File: config.mk
export PLATFORM = sky130hd
export DESIGN_NAME = pcfg_control
export DESIGN_NICKNAME = d
export VERILOG_FILES = /design/src/verilog/pcfg_control.v
export VERILOG_INCLUDE_DIRS = /design/src /design/src/verilog
export SDC_FILE = /design/constraint.sdc
export NUM_CORES = 1
export LEC_CHECK = 0
export BUFFER_PORTS_ARGS = -buffer_cell sky130_fd_sc_hd__buf_2
export CORE_MARGIN = 10
export CORE_UTILIZATION = 45
export DETAILED_ROUTE_END_ITERATION = 10
export PLACE_DENSITY = 0.73
export SETUP_SLACK_MARGIN = 0.3
export SLEW_MARGIN = 15
export SYNTH_ARGS = -nofsm -noshare
export SYNTH_HDL_FRONTEND = slang
export SYNTH_SLANG_ARGS = --single-unit
File: constraint.sdc
create_clock -name clock -period 4.25 [get_ports clock]
set_input_delay 1.275 -clock clock [delete_from_list [all_inputs] [get_ports clock]]
set_output_delay 1.275 -clock clock [all_outputs]
set_load 0.01 [all_outputs]
File: src/verilog/pcfg_consts.vh
// Purpose: constants for the phy control configuration bits block
// Assumes: 16-bit management register, 100 MHz core clock
// Notes: definitions only
`ifndef PCFG_CONSTS_VH
`define PCFG_CONSTS_VH
// ==========================================================
// register and field positions
`define PCFG_CTL_ADDR 5'h11
`define PCFG_STS_ADDR 5'h12
`define PCFG_BIT_SWAP 14
`define PCFG_BIT_MANUAL 13
`define PCFG_BIT_HEARTBEAT 12
`define PCFG_BIT_FACTORY 11
`define PCFG_BIT_OPTICAL 10
`define PCFG_BIT_FAULT_EN 9
`define PCFG_BIT_CODE_BYP 8
`define PCFG_BIT_ALIGN_BYP 7
`define PCFG_BIT_DUPLEX_LED 6
`define PCFG_BIT_FAULT_FLAG 10
// ==========================================================
// reset values
`define PCFG_RST_MANUAL 1'h0
`define PCFG_RST_SWAP 1'h0
`define PCFG_RST_HEARTBEAT 1'h1
`define PCFG_RST_FACTORY 1'h0
`define PCFG_RST_OPTICAL 1'h0
`define PCFG_RST_FAULT_EN 1'h0
`define PCFG_RST_CODE_BYP 1'h0
`define PCFG_RST_ALIGN_BYP 1'h0
`define PCFG_RST_DUPLEX_LED 1'h0
// ==========================================================
// timing
`define PCFG_CLK_NS 10
`define PCFG_HB_DELAY_MIN_NS 600
`define PCFG_HB_DELAY_MAX_NS 1600
`define PCFG_HB_WIDTH_MIN_NS 500
`define PCFG_HB_WIDTH_MAX_NS 1500
// delay: least time rounded up, plus 40 cycles of margin
`define PCFG_HB_DELAY_CYC ((`PCFG_HB_DELAY_MIN_NS + `PCFG_CLK_NS - 1) / `PCFG_CLK_NS + 40)
`define PCFG_HB_WIDTH_CYC ((`PCFG_HB_WIDTH_MIN_NS + `PCFG_CLK_NS - 1) / `PCFG_CLK_NS + 40)
`define PCFG_FAULT_ONES 84
`endif

File: src/verilog/pcfg_control.v
// Purpose: configuration bits 13..6 (and swap bit 14) of the phy_control
// Assumes: management write strobe and write data from an mii management engine on clock
// Notes: straps and the signal detect pin are synchronised; other bits of the register live elsewhere
//
// Overview of operation
// RQ1 - manual polarity uses swap field for polarity
// RQ2 - manual polarity resets 0; auto detection otherwise
// RQ3 - heartbeat enable resets 1; test after frames
// RQ4 - collision pulse 600-1600 ns later, 500-1500 wide
// RQ5 - factory test field resets 0, reserved mode
// RQ6 - optical mode disables scrambler and descrambler
// RQ7 - optical mode powers down twisted pair, enables optical
// RQ8 - optical strap low forces optical bit one
// RQ9 - far fault sends 84 ones and zero
// RQ10 - fault pattern start sets status flag
// RQ11 - code bypass maps nibble plus error bits
// RQ12 - code bypass resets 0; strap forces one
// RQ13 - align bypass feeds symbols straight to decoder
// RQ14 - duplex led shows duplex only when set
// RQ15 - swap field inverts receive pair polarity
// RQ16 - align bypass resets 0
`timescale 1ns/1ns
`include "pcfg_consts.vh"

module pcfg_control #(
	parameter HB_DELAY = `PCFG_HB_DELAY_CYC,
	parameter HB_WIDTH = `PCFG_HB_WIDTH_CYC
) (
	input wire clock, // core clock
	input wire reset_n, // async reset, active low
	input wire reg_write, // one-cycle write strobe
	input wire [4:0] reg_addr, // management register address
	input wire [15:0] reg_wdata, // write data
	output reg [15:0] ctl_rdata, // control bits 14..6, others zero
	input wire sts_read, // status register read pulse
	output wire fault_flag_rd, // far fault flag for status bit
	input wire optical_strap_n, // strap pin, low forces optical
	input wire code_bypass_strap_n, // strap pin, low forces code bypass
	input wire is_10base_t, // 10 mbit mode selected
	input wire tx_frame_end, // pulse at last positive edge of frame
	input wire link_collision, // real collision detect
	input wire full_duplex, // operating duplex
	input wire auto_polarity_inverted, // detected link pulse inversion
	input wire signal_detect, // optical signal detect pin
	input wire [3:0] tx_nibble, // transmit nibble
	input wire tx_error_in, // transmit error, msb of 5b code
	input wire [4:0] rx_code, // received 5b group
	output reg [3:0] rx_nibble, // receive nibble in code bypass
	output reg rx_error_out, // receive error msb in code bypass
	output reg [4:0] tx_code, // 5b code to transmitter
	output reg rx_invert, // invert 10base-t receive pair
	output reg collision_out, // collision output
	output reg duplex_collision_led, // combined led driver
	output reg scrambler_off, // scrambler and descrambler bypass
	output reg pair_powerdown, // twisted pair low-power state
	output reg optical_enable, // optical terminals active
	output reg fault_tx_active, // far fault pattern in progress
	output reg fault_tx_bit, // fault pattern bit stream
	output reg code_bypass, // encoder and decoder bypassed
	output reg align_bypass_out, // aligner bypassed
	output reg factory_mode // manufacturing test mode
);
	// ==========================================================
	// synchronisers
	// every pin resets high: straps read as not forced, signal as present,
	// so no fault pattern and no forced mode can flash out of reset
	localparam N_SYNC = 3;
	wire [N_SYNC-1:0] sync_in;
	wire [N_SYNC-1:0] sync_out;
	assign sync_in = {signal_detect, code_bypass_strap_n, optical_strap_n};
	genvar g;
	generate
		for (g = 0; g < N_SYNC; g = g + 1) begin : g_sync
			reg [1:0] stage;
			always @(posedge clock or negedge reset_n) begin
				if (!reset_n) begin
					stage <= 2'h3;
				end else begin
					stage <= {stage[0], sync_in[g]};
				end
			end
			// only the second stage is read by the logic below
			assign sync_out[g] = stage[1];
		end
	endgenerate
	wire opt_forced = ~sync_out[0];
	wire cb_forced = ~sync_out[1];
	wire sd_ok = sync_out[2];

	// ==========================================================
	// register fields
	reg manual_polarity_select;
	reg polarity_swap;
	reg heartbeat_test_enable;
	reg factory_test_select;
	reg optical_bit;
	reg far_fault_send_enable;
	reg code_bypass_bit;
	reg align_bypass;
	reg duplex_led_only;
	wire wr = reg_write && (reg_addr == `PCFG_CTL_ADDR);
	always @(posedge clock or negedge reset_n) begin
		if (!reset_n) begin
			manual_polarity_select <= `PCFG_RST_MANUAL; // [RQ2]
			polarity_swap <= `PCFG_RST_SWAP;
			heartbeat_test_enable <= `PCFG_RST_HEARTBEAT; // [RQ3]
			factory_test_select <= `PCFG_RST_FACTORY; // [RQ5]
			optical_bit <= `PCFG_RST_OPTICAL; // [RQ6]
			far_fault_send_enable <= `PCFG_RST_FAULT_EN; // [RQ9]
			code_bypass_bit <= `PCFG_RST_CODE_BYP; // [RQ12]
			align_bypass <= `PCFG_RST_ALIGN_BYP; // [RQ16]
			duplex_led_only <= `PCFG_RST_DUPLEX_LED; // [RQ14]
		end else if (wr) begin
			manual_polarity_select <= reg_wdata[`PCFG_BIT_MANUAL];
			polarity_swap <= reg_wdata[`PCFG_BIT_SWAP];
			heartbeat_test_enable <= reg_wdata[`PCFG_BIT_HEARTBEAT];
			factory_test_select <= reg_wdata[`PCFG_BIT_FACTORY];
			optical_bit <= reg_wdata[`PCFG_BIT_OPTICAL];
			far_fault_send_enable <= reg_wdata[`PCFG_BIT_FAULT_EN];
			code_bypass_bit <= reg_wdata[`PCFG_BIT_CODE_BYP];
			align_bypass <= reg_wdata[`PCFG_BIT_ALIGN_BYP];
			duplex_led_only <= reg_wdata[`PCFG_BIT_DUPLEX_LED];
		end
	end
	// strap overrides the stored bit; a written 0 is kept but masked
	wire optical_mode = optical_bit | opt_forced; // [RQ8]
	wire code_byp_eff = code_bypass_bit | cb_forced; // [RQ12]

	always @* begin
		ctl_rdata = 16'h0000;
		ctl_rdata[`PCFG_BIT_SWAP] = polarity_swap;
		ctl_rdata[`PCFG_BIT_MANUAL] = manual_polarity_select;
		ctl_rdata[`PCFG_BIT_HEARTBEAT] = heartbeat_test_enable;
		ctl_rdata[`PCFG_BIT_FACTORY] = factory_test_select;
		ctl_rdata[`PCFG_BIT_OPTICAL] = optical_mode; // [RQ8]
		ctl_rdata[`PCFG_BIT_FAULT_EN] = far_fault_send_enable;
		ctl_rdata[`PCFG_BIT_CODE_BYP] = code_byp_eff; // [RQ12]
		ctl_rdata[`PCFG_BIT_ALIGN_BYP] = align_bypass;
		ctl_rdata[`PCFG_BIT_DUPLEX_LED] = duplex_led_only;
	end

	// ==========================================================
	// heartbeat state machine
	localparam HB_IDLE = 3'h1;
	localparam HB_WAIT = 3'h2;
	localparam HB_PULSE = 3'h4;
	reg [2:0] hb_state;
	reg [7:0] hb_count;
	always @(posedge clock or negedge reset_n) begin
		if (!reset_n) begin
			hb_state <= HB_IDLE;
			hb_count <= 8'h00;
		end else begin
			case (hb_state)
				HB_IDLE: begin
					if (tx_frame_end && heartbeat_test_enable && is_10base_t) begin // [RQ3]
						hb_state <= HB_WAIT;
						hb_count <= HB_DELAY[7:0] - 8'h01;
					end
				end
				HB_WAIT: begin
					if (hb_count == 8'h00) begin // [RQ4]
						hb_state <= HB_PULSE;
						hb_count <= HB_WIDTH[7:0] - 8'h01;
					end else begin
						hb_count <= hb_count - 8'h01;
					end
				end
				HB_PULSE: begin
					if (hb_count == 8'h00) begin // [RQ4]
						hb_state <= HB_IDLE;
					end else begin
						hb_count <= hb_count - 8'h01;
					end
				end
				default: begin
					hb_state <= HB_IDLE;
				end
			endcase
		end
	end

	// ==========================================================
	// far fault pattern: 84 ones then a zero, repeated
	reg [6:0] ff_count;
	reg far_fault_flag;
	wire ff_need = far_fault_send_enable && optical_mode && !sd_ok; // [RQ9]
	wire ff_start = ff_need && !fault_tx_active;
	always @(posedge clock or negedge reset_n) begin
		if (!reset_n) begin
			ff_count <= 7'h00;
			fault_tx_active <= 1'b0;
			fault_tx_bit <= 1'b0;
			far_fault_flag <= 1'b0;
		end else begin
			fault_tx_active <= ff_need;
			if (!ff_need || ff_count == `PCFG_FAULT_ONES) begin
				ff_count <= 7'h00;
			end else begin
				ff_count <= ff_count + 7'h01;
			end
			fault_tx_bit <= ff_need && (ff_count != `PCFG_FAULT_ONES); // [RQ9]
			// set wins over read-clear
			if (ff_start) begin
				far_fault_flag <= 1'b1; // [RQ10]
			end else if (sts_read && reg_addr == `PCFG_STS_ADDR) begin
				far_fault_flag <= 1'b0;
			end
		end
	end
	assign fault_flag_rd = far_fault_flag;

	// ==========================================================
	// mode outputs
	always @(posedge clock or negedge reset_n) begin
		if (!reset_n) begin
			rx_invert <= 1'b0;
			collision_out <= 1'b0;
			duplex_collision_led <= 1'b0;
			scrambler_off <= 1'b0;
			pair_powerdown <= 1'b0;
			optical_enable <= 1'b0;
			code_bypass <= 1'b0;
			align_bypass_out <= 1'b0;
			factory_mode <= 1'b0;
			tx_code <= 5'h00;
			rx_nibble <= 4'h0;
			rx_error_out <= 1'b0;
		end else begin
			// polarity: manual swap or detected inversion
			rx_invert <= manual_polarity_select ? polarity_swap : auto_polarity_inverted; // [RQ1] [RQ2] [RQ15]
			collision_out <= link_collision || (hb_state == HB_PULSE); // [RQ4]
			duplex_collision_led <= duplex_led_only ? full_duplex
				: (full_duplex || link_collision); // [RQ14]
			scrambler_off <= optical_mode; // [RQ6]
			pair_powerdown <= optical_mode; // [RQ7]
			optical_enable <= optical_mode; // [RQ7]
			code_bypass <= code_byp_eff; // [RQ11]
			align_bypass_out <= align_bypass; // [RQ13]
			factory_mode <= factory_test_select; // [RQ5]
			tx_code <= {tx_error_in, tx_nibble}; // [RQ11]
			rx_nibble <= rx_code[3:0]; // [RQ11]
			rx_error_out <= rx_code[4]; // [RQ11]
		end
	end
endmodule // pcfg_control

**Yosys cells after proc, flatten, opt, wreduce, memory -nomap -nowiden**

Cells that the tools add are included.

- Word-level logic and storage cells: 77
- Register bits after elaboration: 53
- Output and inout port bits: 38

- $add $sub $neg: 2
- Bitwise operators: 4
- Reductions and logical operators: 19
- Multiplexer cells: 13
- Equal/unequal tests: 11

Operator list:

| operator | number |
|---|---|
| 8-bit 2-to-1 mux | 3 |
| 8-bit one-hot mux with 3 select lines | 1 |
| 5-bit equality test, second input constant | 2 |
| 3-bit 2-to-1 mux | 3 |
| 3-bit one-hot mux with 3 select lines | 1 |
| 1-bit logical AND | 8 |
| 8-bit zero test | 1 |
| 2-bit != test, second input constant | 4 |
| 8-bit by 1-bit subtractor with 8-bit output, second input constant | 1 |
| 7-bit by 1-bit adder with 7-bit output, second input constant | 1 |
| 7-bit equality test, second input constant | 1 |
| 7-bit 2-to-1 mux | 1 |
| 7-bit != test, second input constant | 1 |
| 3-bit AND reduction | 2 |
| 1-bit 2-to-1 mux | 4 |
| 3-bit by 1-bit equality test with 1-bit output, second input constant | 1 |
| 3-bit by 2-bit equality test with 1-bit output, second input constant | 1 |
| 3-bit equality test, second input constant | 1 |
| 1-bit zero test | 3 |
| 1-bit logical OR | 3 |
| 3-bit nonzero test | 1 |
| 1-bit NOT | 2 |
| 1-bit OR | 2 |
| 2-bit nonzero test | 1 |

**Depth between registers and ports, before layout**

- Depth after elaboration: 7
- Gate-level depth with buffers: 6

**Worst setup path after synthesis**

No wires, ideal clock.

- Path type: input -> register
- Start: input reg_addr[3]
- End: register align_bypass
- Data arrival time: 2.259 ns
- Library setup time: 0.125 ns
- Stages on the path: 4
- Path slack: 1.866 ns
- Buffers on the path: 0
- Cells stage by stage: nor2_1 nand2_1 nor3_2 mux2_2

- Longest elaborated chain between the ends: 2

Ends and longest elaborated chain:

| what | line | text |
|---|---|---|
| from (decl) | pcfg_control.v:32 | `input wire [4:0] reg_addr,` |
| 5-bit equality test (no source line) | n/a |  |
| 1-bit logical AND | pcfg_control.v:101 | `` wire wr = reg_write && (reg_addr == `PCFG_CTL_ADDR); `` |
| to (signal assigned) | pcfg_control.v:111 | `` align_bypass <= `PCFG_RST_ALIGN_BYP; `` |
| to (signal assigned) | pcfg_control.v:121 | `` align_bypass <= reg_wdata[`PCFG_BIT_ALIGN_BYP]; `` |
| to (decl) | pcfg_control.v:99 | `reg align_bypass;` |

Every way passes these cells.
A chain may end at the register's enable or synchronous reset.

**Final worst setup path**

- Start: input reg_addr[3]
- End: register factory_test_select

- Longest elaborated chain between the ends: 2

Ends and longest elaborated chain:

| what | line | text |
|---|---|---|
| 5-bit equality test (no source line) | n/a |  |
| 1-bit logical AND | pcfg_control.v:101 |  |
| to (signal assigned) | pcfg_control.v:107 | `` factory_test_select <= `PCFG_RST_FACTORY; `` |
| to (signal assigned) | pcfg_control.v:117 | `` factory_test_select <= reg_wdata[`PCFG_BIT_FACTORY]; `` |
| to (decl) | pcfg_control.v:95 | `reg factory_test_select;` |

Every way passes these cells.

==> impl_metrics.yaml <==
pwr:
  ir_drop_v: 0.000284
  switching_share_pct: 26.0
  pwr-share-comb_pct: 15.6
  p_int_w: 0.000846
  leakagePower_nw: 1.28
  clkPwrFrac_pct: 30.3
  power_density_nw_per_um2: 427
  power_switching_w: 0.000297
  seqPwrFrac_pct: 54.1
setup_path:
  crit_path_start_kind: "input port"
  path_cells: "buf_2 -> nor2_1 -> nand2_1 -> nor3_2 -> mux2_2"
  slowest_stage: "nor3_2"
  cp.arrival_ps: 2600
  cp.depth: 5
  critical_path_buf_inv_count: 1
  critPathMaxFanout: 9
  rr_worst_depth: 5
  criticalPathCategory: "input port to flip-flop"
  crit_family: "simple AND/OR/NAND/NOR gates"
  cpPeakStageDelay_ps: 640
  required_ps: 4440
  end_kind: "flip-flop"
global_route:
  grt_pass1_vias: 1593
  grt_usage_pct: 11.3
  antenna_found_initial: 0
  grt_start_max_net_pins: 36
  grt_overflow: 0
  grt_first_pass_wirelength_um: 7740
route:
  postRouteAntennaNets: 0
  drt-pass1-iter-count: 4
  vias: 1515
  totalWireLength_um: 4490
  wl_per_cell_um: 14.4
  drc: 0
  drt_iter0_markers: 60
  vias_per_cell: 4.86
flow_run:
  drv_cap: 0
sta:
  fin_skew_ps: 6.91
  slew_viol_final: 0
  setup_tns_ps: 0
  slew_headroom_pct: 48.3
  period_needed_ps: 2420
  worstMarginPinSlew_ps: 771
  finalHoldViolCount: 0
  finalSetupViolations: 0
  fmax_mhz: 414
  period_share_pct: 56.9
  rsz0062_at_grt: "false"
die:
  boundaryPins: 81
  core_um2: 4790
  die_h_um: 90.9
  placementRows: 25
  die_w_um: 90.9
  start_util_pct: 47.2
  dieArea_um2: 8260
placement:
  gp_congestion: 0.847
  dp_hpwl_um: 3540
  port_buffers: 66
  post-place-cells: 304
logic_synthesis:
  ys.warnings.count: 0
  ys_async_sr_fraction_pct: 100
  yosysSeqAreaShare_pct: 59.1
  avgSynthCellArea_um2: 12.3
  synth_ff_type: "dfrtp_1"
  ys_top_cells_by_count: "dfrtp_1, buf_4, nor2_1"
  synth_area_um2: 2260
  synth-edff-count: 0
  synth_cell_types: 46
  yosysMostFrequentCell: "dfrtp_1"
  ys_top_cells_by_area: "dfrtp_1, dfstp_2, buf_4"
  synth.top_cell.area_share_pct: 49.8
  synthCells: 183
  synth_seq_cells: 53
  yosysTopAreaCell: "dfrtp_1"
clocking:
  post_cts_resized: 0
  cts_buffers: 5
  cts-root-buf: "clkbuf_8"
  clkTransAtPathRegs_ps: 90
  htreeDepth: 2
  cts.sink_count: 53
  cts_tree: "yes"
  clk_latency_ps: 300
  cts_buffer_depth: 2
  cts_hold_buf: 0
  cts_post_setup_buffers_inserted: 0
cells_and_area:
  fin_cells: 312
  fin_util_pct: 56.0
  nFillCells: 452
  drive_above_1_share_pct: 41.2
  syn_to_final_growth_pct: 18.6
  antenna_cells: 0
  fin_nets: 290
status:
  status: "completed"
worst_hold_path:
  hold_depth: 0
  min_path_type: "flip-flop to flip-flop"
-- routing by layer --
layer  track usage, %  vias to the layer above  share of wire, %
met5                0                        -                 0
met4             4.31                        0               1.5
met3             4.90                        6               9.1
met2             18.3                       53                48
met1             12.9                      734                41
li1                 -                      722                 -
-- stage by stage --
stage	worst slack [ps]	power (W)	area, um2	hold slack, ps
after CTS	1790	0.00116	2680	361
final	1830	0.00114	2680	359
after global placement	1490	0.000805	2560	345
after floorplan	1870	0.000752	2280	345
after global routing	1730	0.00121	2680	365
after detailed placement	1460	0.000812	2560	347
-- path summary, 6_finish.rpt --
kind	slack, ps	endpoint	from
worst max-delay path	1830	factory_test_select$_DFFE_PN0P_	reg_addr[3]
worst min-delay path	360	g_sync[0].stage[1]$_DFF_PN1_	g_sync[0].stage[0]$_DFF_PN1_
worst max register to register	2300	hb_count[5]$_DFFE_PN0P_	hb_count[0]$_DFFE_PN0P_
worst min register to register	360	g_sync[0].stage[1]$_DFF_PN1_	g_sync[0].stage[0]$_DFF_PN1_
max in group asynchronous	2460	heartbeat_test_enable$_DFFE_PN1P_	reset_n
min in group asynchronous	1020	tx_code[0]$_DFF_PN0_	reset_n
-- area by class of cell --
cell class / count / area [um2] / area share [%]
tap: 67 / 83.8 / 3.13
clock inverter: 1 / 30.0 / 1.12
sequential: 53 / 1340 / 49.9
timing repair buffer: 67 / 338 / 12.6
multi-input combinational: 105 / 761 / 28.4
clock buffer: 7 / 86.3 / 3.22
inverter: 12 / 45.0 / 1.68
-- cell usage in the layout (no fill, tap or decap), types with 2 or more instances in the layout --
cell      count
a21o_1        2
buf_2        66
dfstp_2       8
a21oi_1       3
conb_1        7
xor2_1        2
ha_1          3
a31oi_1       2
inv_1        12
xnor2_1       4
nand3_1       7
nand3b_1      2
clkbuf_8      6
a22oi_1       3
nor2_1       16
nand2_1       7
nor3_1        2
and2_1        2
nor2b_1       2
nand2b_1      4
dfrtp_1      45
mux2_2       10
mux2i_1       4
-- worst reg2reg max path: cells and delay by family (launching register included) --
| family | cells | cell delay [ps] |
|---|---|---|
| AOI/OAI and AO/OA | 2 | 630 |
| and+or+nand+nor | 1 | 490 |
| DFF | 1 | 410 |
| adders and majority gates | 1 | 210 |
| buffers and inverters | 1 | 100 |
-- state kept, by name (all words and copies together) (netlist names), 3 cells and up --
signal	flops
ff_count	7
tx_code	5
hb_state	3
rx_nibble	4
hb_count	8
g_sync.stage	6
-- power by group through the flow --
stage,Sequential (W),Combinational (W),Clock (W)
floorplan,0.000627,0.000125,0
detailed placement,0.000629,0.000183,0
CTS,0.000619,0.000184,0.000357
finish,0.000619,0.000179,0.000346
global placement,0.000627,0.000178,0
global route,0.000629,0.000202,0.000381
-- cell families after synthesis --
group                    after synthesis  share of synthesized area (%)
AO/OA/AOI/OAI                         24                           8.91
XOR/XNOR                               6                           2.33
flip-flops                            53                           59.1
multiplexers                          14                           6.76
AND/OR/NAND/NOR                       51                           12.8
buffers and inverters                 31                           8.19
adder cells (fa/ha/maj)                3                           1.66
other                                  1                          0.166
Power figures use the tool's default switching activity.
